--- config.mk ---
export PLATFORM = sky130hd
export DESIGN_NAME = pll2_config_divider_bank
export DESIGN_NICKNAME = d
export VERILOG_FILES = /design/src/common/pll2_bank_pkg.sv /design/src/pll2_config_divider_bank.sv /design/src/out_divider.sv
export VERILOG_INCLUDE_DIRS = /design/src /design/src/common
export SDC_FILE = /design/constraint.sdc
export NUM_CORES = 1
export LEC_CHECK = 0
export CAP_MARGIN = 30
export CELL_PAD_IN_SITES_DETAIL_PLACEMENT = 1
export CELL_PAD_IN_SITES_GLOBAL_PLACEMENT = 1
export CORE_UTILIZATION = 55
export CTS_BUF_LIST = sky130_fd_sc_hd__clkbuf_4
export DETAILED_ROUTE_END_ITERATION = 10
export DONT_BUFFER_PORTS = 1
export PLACE_DENSITY_LB_ADDON = 0.3
export SYNTH_ARGS = -nofsm -noshare
export SYNTH_HDL_FRONTEND = slang
export SYNTH_SLANG_ARGS = --single-unit
--- constraint.sdc ---
create_clock -name sys_clk -period 12.16 [get_ports sys_clk]
set_input_delay 0.608 -clock sys_clk [delete_from_list [all_inputs] [get_ports sys_clk]]
set_output_delay 0.608 -clock sys_clk [all_outputs]
set_load 0.01 [all_outputs]
--- src/common/pll2_bank_map.svh ---
`ifndef PLL2_BANK_MAP_SVH
`define PLL2_BANK_MAP_SVH
// ****************************************
// Register offsets
// ****************************************
`define OFS_DIR_DIV_A 8'h26
`define OFS_DIV_B 8'h27
`define OFS_SET0_B0 8'h28
`define OFS_SET0_B1 8'h29
`define OFS_SET0_B2 8'h2a
`define OFS_SET0_B3 8'h2b
`define OFS_SET1_B0 8'h2c
`define OFS_SET1_B1 8'h2d
`define OFS_SET1_B2 8'h2e
`define OFS_SET1_B3 8'h2f
`define OFS_FS_SEL 8'h23
// ****************************************
// Fields and reset values
// ****************************************
`define DIR_BIT 7
`define DIV_RST 7'h01
`define DIV_ZERO 7'h00
`define SET_RST 32'h0040_0208
`define FS_RST 8'h00
`define READ_ZERO 8'h00
`define BYTE_W 8
`endif

--- src/common/pll2_bank_pkg.sv ---
package pll2_bank_pkg;
	// Register bus request
	typedef struct packed {
		logic [7:0] addr;
		logic [7:0] wdata;
		logic wr;
		logic rd;
	} bus_req_s;
	// One frequency set: N R Q P band
	typedef struct packed {
		logic [11:0] n;
		logic [8:0] r;
		logic [5:0] q;
		logic [2:0] p;
		logic [1:0] band;
	} freq_set_s;
	// Word that drives the analog loop
	typedef struct packed {
		logic spread_center;
		freq_set_s set;
		logic set_sel;
	} pll_cfg_s;
endpackage : pll2_bank_pkg

--- src/pll2_config_divider_bank.sv ---
// Implementation choice: strobed register access.
`timescale 1ns/1ps
`include "pll2_bank_map.svh"
// What this block does
// - Bit 7 at 26h picks spread direction
// - Divider A in 26h[6:0], resets 1
// - Divider B in 27h[6:0], resets 1
// - Two 32-bit sets, MSB-first over four bytes
// - Two-bit VCO band in set bits 1:0
// - Select bit per setting picks the set
// - Three control pins pick one setting
module pll2_config_divider_bank (
	input wire logic sys_clk, // Clock
	input wire logic rst, // Async reset
	input wire logic [7:0] addr, // Register address
	input wire logic [7:0] wdata, // Write data
	input wire logic wr_stb, // Write strobe
	input wire logic rd_stb, // Read strobe
	output logic [7:0] rdata, // Read data, next cycle
	input wire logic control_pin_zero, // Setting select bit 0
	input wire logic control_pin_one, // Setting select bit 1
	input wire logic control_pin_two, // Setting select bit 2
	input wire logic src_clk_en_a, // Source tick for divider A
	input wire logic src_clk_en_b, // Source tick for divider B
	output logic clock_out_a, // Divided clock A
	output logic clock_out_b, // Divided clock B
	output pll2_bank_pkg::pll_cfg_s pll_cfg // Active loop setting
);
	// ****************************************
	// State
	// ****************************************
	typedef struct packed {
		logic spread_direction_sel;
		logic [6:0] out_divider_a;
		logic div_b_msb;
		logic [6:0] out_divider_b;
		logic [31:0] freq_set_zero;
		logic [31:0] freq_set_one;
		logic [7:0] freq_set_select_bit;
		logic [7:0] rdata;
		pll2_bank_pkg::pll_cfg_s cfg;
	} bank_state_s;
	bank_state_s st_reg, st_next;
	pll2_bank_pkg::bus_req_s req;
	logic [2:0] setting_idx;
	logic active_sel;
	pll2_bank_pkg::freq_set_s active_set;

	// Byte index within a set, or 4 if not in that set
	function automatic logic [2:0] set_byte(input logic [7:0] a, input logic [7:0] base);
		logic [7:0] d;
		d = a - base;
		set_byte = (a >= base && d < 8'h04) ? d[2:0] : 3'h4;
	endfunction : set_byte

	// Unpack a 32-bit image: 30-bit word then 2-bit band
	function automatic pll2_bank_pkg::freq_set_s unpack_set(input logic [31:0] w);
		unpack_set = pll2_bank_pkg::freq_set_s'(w);
	endfunction : unpack_set

	assign req = '{addr: addr, wdata: wdata, wr: wr_stb, rd: rd_stb};
	assign setting_idx = {control_pin_two, control_pin_one, control_pin_zero};
	assign active_sel = st_reg.freq_set_select_bit[setting_idx];
	assign active_set = active_sel ? unpack_set(st_reg.freq_set_one) : unpack_set(st_reg.freq_set_zero);

	// ****************************************
	// Register writes and reads
	// ****************************************
	always_comb begin
		logic [2:0] b0;
		logic [2:0] b1;
		b0 = set_byte(req.addr, `OFS_SET0_B0);
		b1 = set_byte(req.addr, `OFS_SET1_B0);
		st_next = st_reg;
		if (req.wr) begin
			if (req.addr == `OFS_DIR_DIV_A) begin
				st_next.spread_direction_sel = req.wdata[`DIR_BIT];
				st_next.out_divider_a = req.wdata[6:0];
			end
			if (req.addr == `OFS_DIV_B) begin
				st_next.div_b_msb = req.wdata[7];
				st_next.out_divider_b = req.wdata[6:0];
			end
			if (req.addr == `OFS_FS_SEL)
				st_next.freq_set_select_bit = req.wdata;
			if (b0 != 3'h4)
				st_next.freq_set_zero[(3 - b0) * `BYTE_W +: `BYTE_W] = req.wdata;
			if (b1 != 3'h4)
				st_next.freq_set_one[(3 - b1) * `BYTE_W +: `BYTE_W] = req.wdata;
		end
		st_next.rdata = `READ_ZERO;
		if (req.rd) begin
			if (req.addr == `OFS_DIR_DIV_A)
				st_next.rdata = {st_reg.spread_direction_sel, st_reg.out_divider_a};
			else if (req.addr == `OFS_DIV_B)
				st_next.rdata = {st_reg.div_b_msb, st_reg.out_divider_b};
			else if (req.addr == `OFS_FS_SEL)
				st_next.rdata = st_reg.freq_set_select_bit;
			else if (b0 != 3'h4)
				st_next.rdata = st_reg.freq_set_zero[(3 - b0) * `BYTE_W +: `BYTE_W];
			else if (b1 != 3'h4)
				st_next.rdata = st_reg.freq_set_one[(3 - b1) * `BYTE_W +: `BYTE_W];
		end
		// Registered loop word follows pins and bank
		st_next.cfg = '{spread_center: st_reg.spread_direction_sel, set: active_set, set_sel: active_sel};
	end

	// State register with documented defaults
	always_ff @(posedge sys_clk or posedge rst) begin
		if (rst) begin
			st_reg <= '0;
			st_reg.out_divider_a <= `DIV_RST;
			st_reg.out_divider_b <= `DIV_RST;
			st_reg.freq_set_zero <= `SET_RST;
			st_reg.freq_set_one <= `SET_RST;
			st_reg.freq_set_select_bit <= `FS_RST;
			st_reg.cfg <= '0;
		end else begin
			st_reg <= st_next;
		end
	end

	assign rdata = st_reg.rdata;
	assign pll_cfg = st_reg.cfg;

	// ****************************************
	// Output dividers
	// ****************************************
	out_divider #(.WIDTH(7)) u_div_a (
		.sys_clk(sys_clk),
		.rst(rst),
		.src_clk_en(src_clk_en_a),
		.ratio(st_reg.out_divider_a),
		.clk_out(clock_out_a)
	);
	out_divider #(.WIDTH(7)) u_div_b (
		.sys_clk(sys_clk),
		.rst(rst),
		.src_clk_en(src_clk_en_b),
		.ratio(st_reg.out_divider_b),
		.clk_out(clock_out_b)
	);
endmodule : pll2_config_divider_bank

--- src/out_divider.sv ---
`timescale 1ns/1ps
`include "pll2_bank_map.svh"
// Integer clock divider; zero holds it in reset
module out_divider #(
	parameter int WIDTH = 7
) (
	input wire logic sys_clk, // Clock
	input wire logic rst, // Async reset
	input wire logic src_clk_en, // Source clock tick
	input wire logic [WIDTH-1:0] ratio, // Division ratio
	output logic clk_out // Divided clock
);
	typedef struct packed {
		logic [WIDTH-1:0] cnt;
		logic out;
	} div_state_s;
	div_state_s st_reg, st_next;

	// Counter; output toggles at half period, static on zero or one
	always_comb begin
		st_next = st_reg;
		if (ratio == WIDTH'(0)) begin
			st_next.cnt = '0;
			st_next.out = 1'b0;
		end else if (src_clk_en) begin
			if (st_reg.cnt >= ratio - WIDTH'(1)) begin
				st_next.cnt = '0;
				st_next.out = 1'b1;
			end else begin
				st_next.cnt = st_reg.cnt + WIDTH'(1);
				if (st_reg.cnt + WIDTH'(1) >= (ratio >> 1))
					st_next.out = 1'b0;
			end
		end
	end

	// State register
	always_ff @(posedge sys_clk or posedge rst) begin
		if (rst)
			st_reg <= '0;
		else
			st_reg <= st_next;
	end

	assign clk_out = st_reg.out;
endmodule : out_divider

# Yosys cells after proc, flatten, opt, wreduce, memory -nomap -nowiden
# Index checks and enable logic that the tools add are counted.
totals:
  ff_bits: 146
  latch_bits: 0
  ram_bits: 0
  rom_bits: 0
  wordCells: 85
  n_memories: 0
classes:
  add_sub_neg: 10
  multipliers: 0
  n_div: 0
  n_lt_le_gt_ge: 9
  n_eq_ne: 5
  shifts: 6
  mux: 21
  bitwise: 0
  n_reduce_logical: 15
op_table:
  columns: ["op", "count"]
  rows:
  - ["8-bit 2-to-1 mux", 12]
  - ["32-bit negator with 34-bit output", 2]
  - ["8-bit by 34-bit variable shift with 32-bit output (first input constant)", 2]
  - ["8-bit by 34-bit variable part select with 32-bit output", 2]
  - ["32-bit by 33-bit variable part select with 8-bit output", 2]
  - ["32-bit bitwise mux", 2]
  - ["32-bit 2-to-1 mux", 1]
  - ["8-bit by 6-bit == test with 1-bit output (second input constant)", 3]
  - ["8-bit by 6-bit greater-or-equal comparator with 1-bit output (second input constant)", 2]
  - ["8-bit by 3-bit less-than comparator with 1-bit output (second input constant)", 2]
  - ["8-bit by 6-bit subtractor with 8-bit output (second input constant)", 2]
  - ["7-bit by 1-bit adder with 7-bit output (second input constant)", 2]
  - ["7-bit by 6-bit greater-or-equal comparator with 1-bit output", 2]
  - ["7-bit greater-or-equal comparator", 2]
  - ["7-bit logical NOT", 2]
  - ["2-bit AND reduction", 7]
  - ["7-bit by 1-bit subtractor with 7-bit output (second input constant)", 2]
  - ["2-bit by 3-bit subtractor with 4-bit output (first input constant)", 2]
  - ["3-bit 2-to-1 mux", 2]
  - ["3-bit != test (second input constant)", 2]
  - ["3-bit nonzero test", 2]
  - ["3-bit by 4-bit less-than comparator with 1-bit output (second input constant)", 1]
  - ["2-bit nonzero test", 2]
  - ["1-bit binary-select mux with 3-bit select", 1]
  - ["other kinds (2)", 5]

# Longest topological paths before layout
# Gate-level depths: netlist (run 1).
logic_depth:
  word_depth: 12
  ltp_mapped: 14
  depth_no_buf: 13

# Modules after synthesis
# From an unflattened synthesis (run 1), not the netlist that was laid out.
hier_totals:
  hier_cells: 713
  hier_area_um2: 8155.3
by_module_without_submodules:
  columns: ["mod", "n_inst", "cells_each", "area_each_um2", "seq_area_each_um2"]
  rows:
  - ["pll2_config_divider_bank", 1, 529, 6511.2, 3263.1]
  - ["out_divider", 2, 92, 822.0, 200.2]

# Least setup slack after synthesis (run 1)
# OpenSTA, ideal clock, no wires.
synth_path:
  path_type: "input port to flip-flop"
  startpoint: "in addr[3]"
  endpoint: "reg st_reg[93] (netlist bit)"
  setup_time_ns: 0.084
  arrival_time_ns: 3.186
  path_slack_ns: 8.890
  stages: 12
  path_buffers: 2
  cell_sequence: "inv_1 -> ha_1 -> or3b_1 -> a2111oi_4 -> buf_2 -> nand2_1 -> ha_1 -> nor2b_1 -> clkbuf_1 -> nor2b_1 -> nand2_1 -> o21ai_0"
synth_via:
  elab_chain_len: 8
  elab_cells_between_ends: 12
  cone_classes: "add/sub (3); order compare (2); eq/ne (1); shift (2); mux (2); reduce/logical (2)"
synth_rtl:
  columns: ["item", "line", "rtl"]
  rows:
  - ["from (decl)", "pll2_config_divider_bank.sv:15", "input wire logic [7:0] addr,"]
  - ["8-bit by 6-bit subtractor with 8-bit output", "pll2_config_divider_bank.sv:52", "d = a - base;"]
  - ["8-bit by 3-bit less-than comparator with 1-bit output", "pll2_config_divider_bank.sv:53", "set_byte = (a >= base && d < 8'h04) ? d[2:0] : 3'h4;"]
  - ["1-bit logical AND *", "pll2_config_divider_bank.sv:53", null]
  - ["3-bit 2-to-1 mux *", "pll2_config_divider_bank.sv:53", null]
  - ["2-bit by 3-bit subtractor with 4-bit output", "pll2_config_divider_bank.sv:87", "st_next.freq_set_zero[(3 - b0) * `BYTE_W +: `BYTE_W] = req.wdata;"]
  - ["32-bit negator with 34-bit output", "pll2_config_divider_bank.sv:87", null]
  - ["8-bit by 34-bit variable part select with 32-bit output or 8-bit by 34-bit variable shift with 32-bit output (tied branches)", "pll2_config_divider_bank.sv:87", null]
  - ["32-bit bitwise mux", "pll2_config_divider_bank.sv:87", null]
  - ["to (signal assigned)", "pll2_config_divider_bank.sv:119", "st_reg <= st_next;"]
  - ["to (decl)", "pll2_config_divider_bank.sv:43", "bank_state_s st_reg, st_next;"]
# Mark *: on every way between the ends. The rest lies on a longest branch, timed or not.
# A chain may end at the register's enable or synchronous reset.

# Worst setup path in the final report (run 1)
# Same ends and word-level chain as after synthesis.

==> impl_metrics.tcl, run 1 <==
set metrics [dict create \
    status "finished, final reports clean" \
    drt-vias-per-instance 6.21 \
    synth_edf_count 0 \
    fp.dieH_microns 122 \
    largest_reg_flops 87 \
    fmax_mhz 264 \
    fillers 1493 \
    synthMuxAreaShare_pct 18.8 \
    fin_worst_skew_ps 27.6 \
    drive_gt1_share_pct 23.5 \
    dieArea_sq_mm 0.0149 \
    netlist_area_sq_mm 0.00792 \
    cts_tree "built" \
    ctsLongestPathBuffers 2 \
    timing.rr.end "u_div_a.st_reg[3]" \
    grt_max_degree 87 \
    antenna_left 0 \
    fin_crit_sh_pct 31.1 \
    avgSynthCellArea_sq_um 11.0 \
    core-area_sq_mm 0.0140 \
    crit_required_ps 12620 \
    clock_sinks 146 \
    cts_inserted_buffers 17 \
    cts_max_level 4 \
    finalSetupTns_ps 0 \
    synth_compound_area_share_pct 8.01 \
    pwr-share-seq_pct 52.6 \
    dp_hpwl_microns 13700 \
    clockPowerShare_pct 38.5 \
    async_flop_share_pct 100 \
    portBuffers 0 \
    min_path_type "in2async" \
    dieWidth_microns 122 \
    first_pass_iters 4 \
    finalNetCount 727 \
    multi_input_area_sq_mm 0.00372 \
    p_int_uw 722 \
    slowest_stage "a2111oi_4" \
    io_pins 69 \
    placedCellCount 826 \
    drt_wl_total_microns 20100 \
    final_area_sq_mm 0.00811 \
    p_comb_share_pct 9.0 \
    critPathLaunchType "input port" \
    cp_max_fo 17 \
    p_sw_share_pct 25.2 \
    drv_cap 0 \
    grt-ovfl-total 0 \
    tightest_slew_ps 1060 \
    rsz0062_at_grt "false" \
    cts_resized 0 \
    critical_path_class "in2reg" \
    antenna_found_initial 1 \
    utilization_pct 58.0 \
    relSlewSlack_pct 29.3 \
    ys_ff_latch 146 \
    reg2regPathDepth 11 \
    synth_cell_type_count 50 \
    final_cell_mix "138 x dfrtp_1, 88 x mux2_2, 70 x nand2_1" \
    layout_commonest_cell "dfrtp_1" \
    grt_pass1_vias 5749 \
    dpl_cell_area_sq_mm 0.00775 \
    cts-root-buf "clkbuf_4" \
    post-route-min-period_ps 3790 \
    syn_to_final_growth_pct 2.32 \
    ys_warn_count 0 \
    drc 0 \
    synth_xor_area_share_pct 1.88 \
    stdcell_count 859 \
    initial_utilization_pct 56.6 \
    wire_per_inst_microns 23.4 \
    cts_setup_buffers 0 \
    r2r_slack_ps 8990 \
    end_kind "flip-flop" \
    clock_latency_ps 570 \
    drv_slew 0 \
    vias 5336 \
    synth_top_family_by_area "multiplexers" \
    worst_slack_ps 8370 \
    critical-path-max-stage-delay_ps 980 \
    netlist_instances 721 \
    syn_nets 783 \
    pre_cts_ws_ps 7800 \
    r2r-start "st_reg[122]" \
    finalHoldViolCount 0 \
    power_uw 964 \
    setup_viol 0 \
    std_cell_rows 43 \
    synth-simple-area-share_pct 12.2 \
    max-vdd-ir-drop_mv 0.0852 \
    seqCellArea_sq_mm 0.00366 \
    yosysSeqAreaShare_pct 46.2 \
    p_per_area_mw_per_mm2 119 \
    globalplace.congestion 0.852 \
    startpoint "addr[3]" \
    synthAdderAreaFrac_pct 5.84 \
    crit_chain "inv_1 > ha_1 > or3b_1 > a2111oi_4 > and2_1 > nand2_1 > ha_1 > nor2b_1 > nor2b_1 > nand2_1 > o21ai_0" \
    ys.flop_type "dfrtp_1" \
    timing.critical_path.to "st_reg[93]" \
    clkTransAtPathRegs_ps 130 \
    hold_buffers 0 \
    cp.arrival_ps 4250 \
    grt_pass1_wl_microns 31500 \
    track_usage_pct 28.6 \
    p_leak_nw 3.78 \
    detail_route.iter0.violations 375 \
    switching_power_uw 243 \
    hold_ws_ps 49.6 \
]
-- synth_stat cells, types with 5 or more instances --
master    count  area (sq um)
a22oi_1       8          60.1
nand2b_1     21           131
ha_1         37           463
mux2_2       88           991
o21ai_0      51           255
nand3_1      23           115
mux4_2       18           405
inv_1        25          93.8
nor2b_1      10          62.6
dfrtp_1     138          3450
buf_4        42           315
clkbuf_1     25          93.8
nor2_1       29           109
nand2_1      70           263
xnor2_1      13           114
and2_1        5          31.3
mux2i_1       9          90.1
dfstp_2       8           210
buf_2         9          45.0
a21oi_1      37           185
-- routing by layer --
layer  vias to the layer above  part of all wire (%)  global-route usage (%)
met4                         0                   2.7                    10.2
li1                       2374                     -                       -
met1                      2765                    42                    35.8
met2                       158                    52                    48.9
met5                         -                     0                       0
met3                        39                   4.2                    6.04
-- critical path: cells and delay by family --
family,cells,cell delay (ps)
simple gates,6,1830
buf+inv,1,30
fa+ha+maj,2,600
compound gates,2,1170
-- how the worst min path moves through the flow --
stage	start	endpoint	slack, ps	depth (start not counted)
2_1_floorplan	st_next[33]	pll_cfg[33]	370	0
3_3_place_gp	st_next[33]	pll_cfg[33]	390	0
3_5_place_dp	st_next[33]	pll_cfg[33]	390	0
4_1_cts	rst	st_reg[45]	60	1
5_1_grt	rst	rdata[3]	90	1
6_report	rst	rdata[4]	50	1
-- power groups by stage --
stage	logic [mW]	registers (mW)	clock network, mW
6_report	0.0865	0.507	0.371
5_1_grt	0.0963	0.508	0.393
4_1_cts	0.0873	0.507	0.375
3_5_place_dp	0.0864	0.516	0
3_3_place_gp	0.0803	0.515	0
2_1_floorplan	0.0748	0.511	0
-- cells by family (layout without fill, tap and decap cells) --
kind of cell,Yosys count,count (layout)
mux,115,115
flops,146,146
other cells,0,1
fa+ha+maj,37,37
xor+xnor,17,17
simple gates,191,191
buf+inv,105,62
compound gates,110,110
-- final cells by class --
| class | instances | share of cell area, % |
|---|---|---|
| tap | 180 | 2.78 |
| clock buffer | 19 | 1.76 |
| clock inverter | 13 | 2.58 |
| timing repair buffer | 5 | 0.509 |
| sequential | 146 | 45.2 |
| inverter | 25 | 1.22 |
| multi-input combinational | 470 | 45.9 |
| antenna | 1 | 0.0309 |
(Power assumes the default switching activity.)
==> run 2, diff against run 1 <==
--- a/config.mk
+++ b/config.mk
@@ -9,7 +9,7 @@
 export CAP_MARGIN = 30
 export CELL_PAD_IN_SITES_DETAIL_PLACEMENT = 1
 export CELL_PAD_IN_SITES_GLOBAL_PLACEMENT = 1
-export CORE_UTILIZATION = 55
+export CORE_UTILIZATION = 48
 export CTS_BUF_LIST = sky130_fd_sc_hd__clkbuf_4
 export DETAILED_ROUTE_END_ITERATION = 10
 export DONT_BUFFER_PORTS = 1
==> constraint.sdc (replaced) <==
create_clock -name sys_clk -period 3.2 [get_ports sys_clk]
set_input_delay 0.16 -clock sys_clk [delete_from_list [all_inputs] [get_ports sys_clk]]
set_output_delay 0.16 -clock sys_clk [all_outputs]
set_load 0.01 [all_outputs]
==> run 2 against run 1 <==
Net effect:
- largest power group unchanged
- critical path type is now reg2reg
- sequential cell count unchanged
- via count increased by 0.88%
- clock power increased to 3.2 times the previous value
- total power increased to 3.6 times the previous value
- cell area increased by 3.5%
==> impl_metrics.tcl, run 2 (synthesized netlist as in run 1, its figures left out) <==
set metrics [dict create \
    status "finished, final reports clean" \
    drive_gt1_share_pct 24.1 \
    fin_crit_sh_pct 88.4 \
    track_usage_pct 26.1 \
    min_path_type "in2reg" \
    clock_sinks 146 \
    met3_wirelength_microns 1220 \
    r2r-start "st_reg[123]" \
    tightest_slew_ps 778 \
    syn_to_final_growth_pct 5.92 \
    switching_power_uw 970 \
    dr_wl_met2_microns 9810 \
    cts-root-buf "clkbuf_4" \
    drv_cap 0 \
    initial_utilization_pct 49.5 \
    cts_max_level 4 \
    final_cell_mix "138 x dfrtp_1, 88 x mux2_2, 70 x nand2_1" \
    critPathLaunchType "flip-flop" \
    end_kind "flip-flop" \
    antenna_found_initial 2 \
    multi_input_area_sq_mm 0.00372 \
    vias 5383 \
    p_leak_nw 3.90 \
    final_area_sq_mm 0.00839 \
    hold_buffers 19 \
    clockPowerShare_pct 34.2 \
    dpl_cell_area_sq_mm 0.00791 \
    portBuffers 0 \
    dieWidth_microns 130 \
    setup_viol 0 \
    antenna_left 0 \
    fmax_mhz 353 \
    drt-vias-per-instance 5.81 \
    p_sw_share_pct 27.7 \
    startpoint "st_reg[123]" \
    std_cell_rows 46 \
    cp_max_fo 11 \
    finalHoldViolCount 0 \
    crit_required_ps 3680 \
    dp_hpwl_microns 14300 \
    finalNetCount 758 \
    drc 0 \
    cts_setup_buffers 0 \
    p_per_area_mw_per_mm2 418 \
    cts_inserted_buffers 17 \
    grt_pass1_vias 5823 \
    r2r_slack_ps 370 \
    critical_path_class "reg2reg" \
    hold_depth 4 \
    drv_slew 0 \
    seqCellArea_sq_mm 0.00366 \
    grt-ovfl-total 0 \
    p_int_mw 2.54 \
    hold_ws_ps 46.5 \
    pwr-share-seq_pct 54.9 \
    p_comb_share_pct 10.9 \
    layout_commonest_cell "dfrtp_1" \
    fillers 1734 \
    cp.arrival_ps 3310 \
    top_layer "met4" \
    fp.dieH_microns 130 \
    pre_cts_ws_ps 117 \
    grt_pass1_wl_microns 32500 \
    worst_slack_ps 370 \
    finalSetupTns_ps 0 \
    post-route-min-period_ps 2830 \
    dieArea_sq_mm 0.0170 \
    min_from "wr_stb" \
    io_pins 69 \
    wire_per_inst_microns 22.2 \
    reg2regPathDepth 12 \
    cts_tree "built" \
    rsz0062_at_grt "false" \
    fin_worst_skew_ps 14.4 \
    wl_met1_microns 9210 \
    relSlewSlack_pct 48.0 \
    globalplace.congestion 0.821 \
    ctsLongestPathBuffers 2 \
    drt_wl_total_microns 20600 \
    clkTransAtPathRegs_ps 130 \
    grt_max_degree 47 \
    power_mw 3.51 \
    first_pass_iters 5 \
    max-vdd-ir-drop_mv 0.226 \
    cts_resized 0 \
    largest_reg_flops 87 \
    core-area_sq_mm 0.0160 \
    detail_route.iter0.violations 276 \
    clock_latency_ps 590 \
]
[run 2: changes by cell type in the layout (fill, tap and decap cells not counted), sizes merged]
cell,previous run,this run
bufinv,5,2
dlygate4sd3,0,19
buf,5,17
inv,26,25
diode,1,2
clkbuf,19,20
clkinvlp,2,4
clkinv,5,6
[run 2: worst paths after layout]
check / end
max in group asynchronous: st_reg[72]
min: st_reg[97]
max reg2reg: u_div_a.st_reg[3]
min reg2reg: pll_cfg[33]
min in group asynchronous: pll_cfg[8]
max: u_div_a.st_reg[3]
[run 2: routing by layer]
layer / up-vias / global-route usage (%)
li1: 2447 / -
met1: 2777 / 34.5
met2: 135 / 41.9
met3: 24 / 6.47
met4: 0 / 9.26
met5: - / 0
[run 2: critical path: stages, from the launching register on]
cell and delay (ps):
dfrtp_1 470, inv_1 90, ha_1 170, and3_1 230
and3_1 450, nor2_1 100, ha_1 300, a21oi_1 120
o21ai_0 90, a21oi_1 120, buf_4 170, inv_1 40
a2111oi_0 350
[run 2: stage by stage]
stage,instances,util (%)
floorplan,721,-
global placement,874,49.5
detailed placement,874,49.5
CTS,925,52.4
global route,927,52.5
finish,927,52.5
[run 2: power groups by stage]
stage	combinational (mW)	sequential (mW)	clock, mW
after global routing	0.428	1.93	1.30
after floorplan	0.285	1.94	0
final	0.384	1.92	1.20
after detailed placement	0.339	1.96	0
after global placement	0.318	1.96	0
after CTS	0.389	1.92	1.23
[run 2: final cells by class]
class / instances / share of cell area [%]
multi-input combinational: 470 / 44.3
clock inverter: 12 / 1.61
inverter: 25 / 1.16
antenna: 2 / 0.0596
clock buffer: 20 / 1.79
sequential: 146 / 43.6
timing repair buffer: 36 / 4.23
tap: 216 / 3.22
==> run 3, diff against run 2 <==
==> constraint.sdc (replaced) <==
create_clock -name sys_clk -period 2.54 [get_ports sys_clk]
set_input_delay 0.127 -clock sys_clk [delete_from_list [all_inputs] [get_ports sys_clk]]
set_output_delay 0.127 -clock sys_clk [all_outputs]
set_load 0.01 [all_outputs]
==> run 3 against run 2 <==
Net effect:
- register-to-register slack lost 260 ps
- core utilization grew 2.8 points
- sequential share of layout area shrank 2.2 points
- global-route usage grew 0.35 points
- sequential cell count is the same
- critical path type is now in2reg
- largest cell class unchanged
- largest power group unchanged
- highest routed layer unchanged
==> impl_metrics.tcl, run 3 (synthesized netlist as in run 1, its figures left out) <==
set metrics [dict create \
    status "finished, final reports clean" \
    utilization_pct 55.2 \
    relSlewSlack_pct 45.2 \
    drv_slew 0 \
    switching_power_mw 1.24 \
    fin_worst_skew_ps 22.6 \
    p_leak_nw 4.12 \
    wire_per_inst_microns 21.7 \
    track_usage_pct 26.5 \
    max-vdd-ir-drop_mv 0.446 \
    drt_wl_total_microns 20900 \
    tightest_slew_ps 820 \
    cts_inserted_buffers 17 \
    min_path_type "in2reg" \
    grt_pass1_wl_microns 33400 \
    met3_wirelength_microns 811 \
    std_cell_rows 46 \
    clock_sinks 146 \
    drc 0 \
    p_int_mw 3.24 \
    setup_viol 0 \
    grt-ovfl-total 0 \
    crit_required_ps 2970 \
    fillers 1749 \
    drt-vias-per-instance 5.74 \
    finalSetupTns_ps 0 \
    final_cell_mix "136 x dfrtp_1, 88 x mux2_2, 70 x nand2_1" \
    critPathLaunchType "input port" \
    timing.rr.end "u_div_b.st_reg[3]" \
    grt_pass1_vias 6189 \
    vias 5512 \
    fin_crit_sh_pct 97.2 \
    ctsLongestPathBuffers 2 \
    portBuffers 0 \
    p_sw_share_pct 27.6 \
    cp_max_fo 7 \
    drive_gt1_share_pct 31.6 \
    power_mw 4.48 \
    antenna_found_initial 2 \
    drv_cap 0 \
    dieWidth_microns 130 \
    finalHoldViolCount 0 \
    dp_hpwl_microns 14400 \
    wl_met1_microns 8750 \
    clock_latency_ps 550 \
    p_comb_share_pct 12.9 \
    cp.arrival_ps 2890 \
    core-area_sq_mm 0.0160 \
    fmax_mhz 405 \
    rsz0062_at_grt "true" \
    finalNetCount 792 \
    r2r-start "st_reg[114]" \
    p_per_area_mw_per_mm2 507 \
    first_pass_iters 5 \
    clockPowerShare_pct 33.0 \
    top_layer "met4" \
    pwr-share-seq_pct 54.1 \
    dr_wl_met2_microns 11100 \
    syn_to_final_growth_pct 11.5 \
    timing.critical_path.to "rdata[5]" \
    reg2regPathDepth 12 \
    cts-root-buf "clkbuf_4" \
    end_kind "flip-flop" \
    globalplace.congestion 0.821 \
    largest_reg_flops 87 \
    antenna_left 0 \
    detail_route.iter0.violations 287 \
    post-route-min-period_ps 2470 \
    layout_commonest_cell "dfrtp_1" \
    clkTransAtPathRegs_ps 130 \
    cts_max_level 4 \
    fp.dieH_microns 130 \
    critical_path_class "in2reg" \
    dieArea_sq_mm 0.0170 \
    io_pins 69 \
    startpoint "addr[3]" \
    cts_tree "built" \
    grt_max_degree 45 \
    hold_ws_ps 39.9 \
    r2r_slack_ps 110 \
    initial_utilization_pct 49.5 \
]
run 3: metal layers:
metal	track usage [%]	up-vias
met5	0	-
met4	7.51	0
met3	6.60	19
met2	47.6	106
met1	31.3	2874
li1	-	2513
run 3: timing repair:
item | in CTS | in global routing
endpoints found under the hold margin | 141 | 8
gates cloned | 0 | 1
setup endpoints to repair | 10 | 17
gates resized for setup | 4 | 25
hold buffers | 17 | 1
buffers inserted | 2 | 11
pin swaps | 0 | 22
run 3: final cells by class:
class	count	area, sq um	share of cell area (%)
multi-input combinational	470	3900	44.1
clock inverter	13	135	1.53
tap	216	270	3.06
timing repair buffer	70	622	7.04
inverter	25	97.6	1.10
antenna	2	5.00	0.0566
sequential	146	3670	41.5
clock buffer	19	143	1.61
run 3: worst min-delay path by stage:
stage / endpoint / depth (start not counted) / slack [ps] / from
2_1_floorplan: rdata[0] / 2 / 260 / rd_stb
3_3_place_gp: rdata[0] / 1 / 170 / rst
3_5_place_dp: rdata[0] / 1 / 180 / rst
4_1_cts: u_div_b.st_reg[4] / 2 / -310 / src_clk_en_b
5_1_grt: rdata[6] / 3 / 10 / addr[1]
6_report: st_reg[113] / 4 / 40 / wr_stb
run 3: metrics by stage:
stage	cells	cell area, sq um	setup WS (ps)
CTS	946	8620	0.00222
global route	961	8840	-52.1
global placement	895	8140	-30.5
floorplan	721	8020	2.53
detailed placement	895	8140	-107
finish	961	8840	72.1
run 3: critical path, stage by stage:
cell and delay [ps]:
inv_1 30, ha_1 200, or3b_1 400, a2111oi_4 460, and2_1 210, inv_1 70, ha_4 140, and2_2 230
buf_4 160, a22oi_1 200, a21oi_1 100, dlygate4sd3_1 560
run 3: power groups by stage:
| stage | sequential, mW | clock [mW] | combinational (mW) |
|---|---|---|---|
| floorplan | 2.45 | 0 | 0.377 |
| global route | 2.43 | 1.60 | 0.639 |
| global placement | 2.46 | 0 | 0.435 |
| CTS | 2.42 | 1.51 | 0.528 |
| detailed placement | 2.47 | 0 | 0.465 |
| finish | 2.42 | 1.48 | 0.577 |
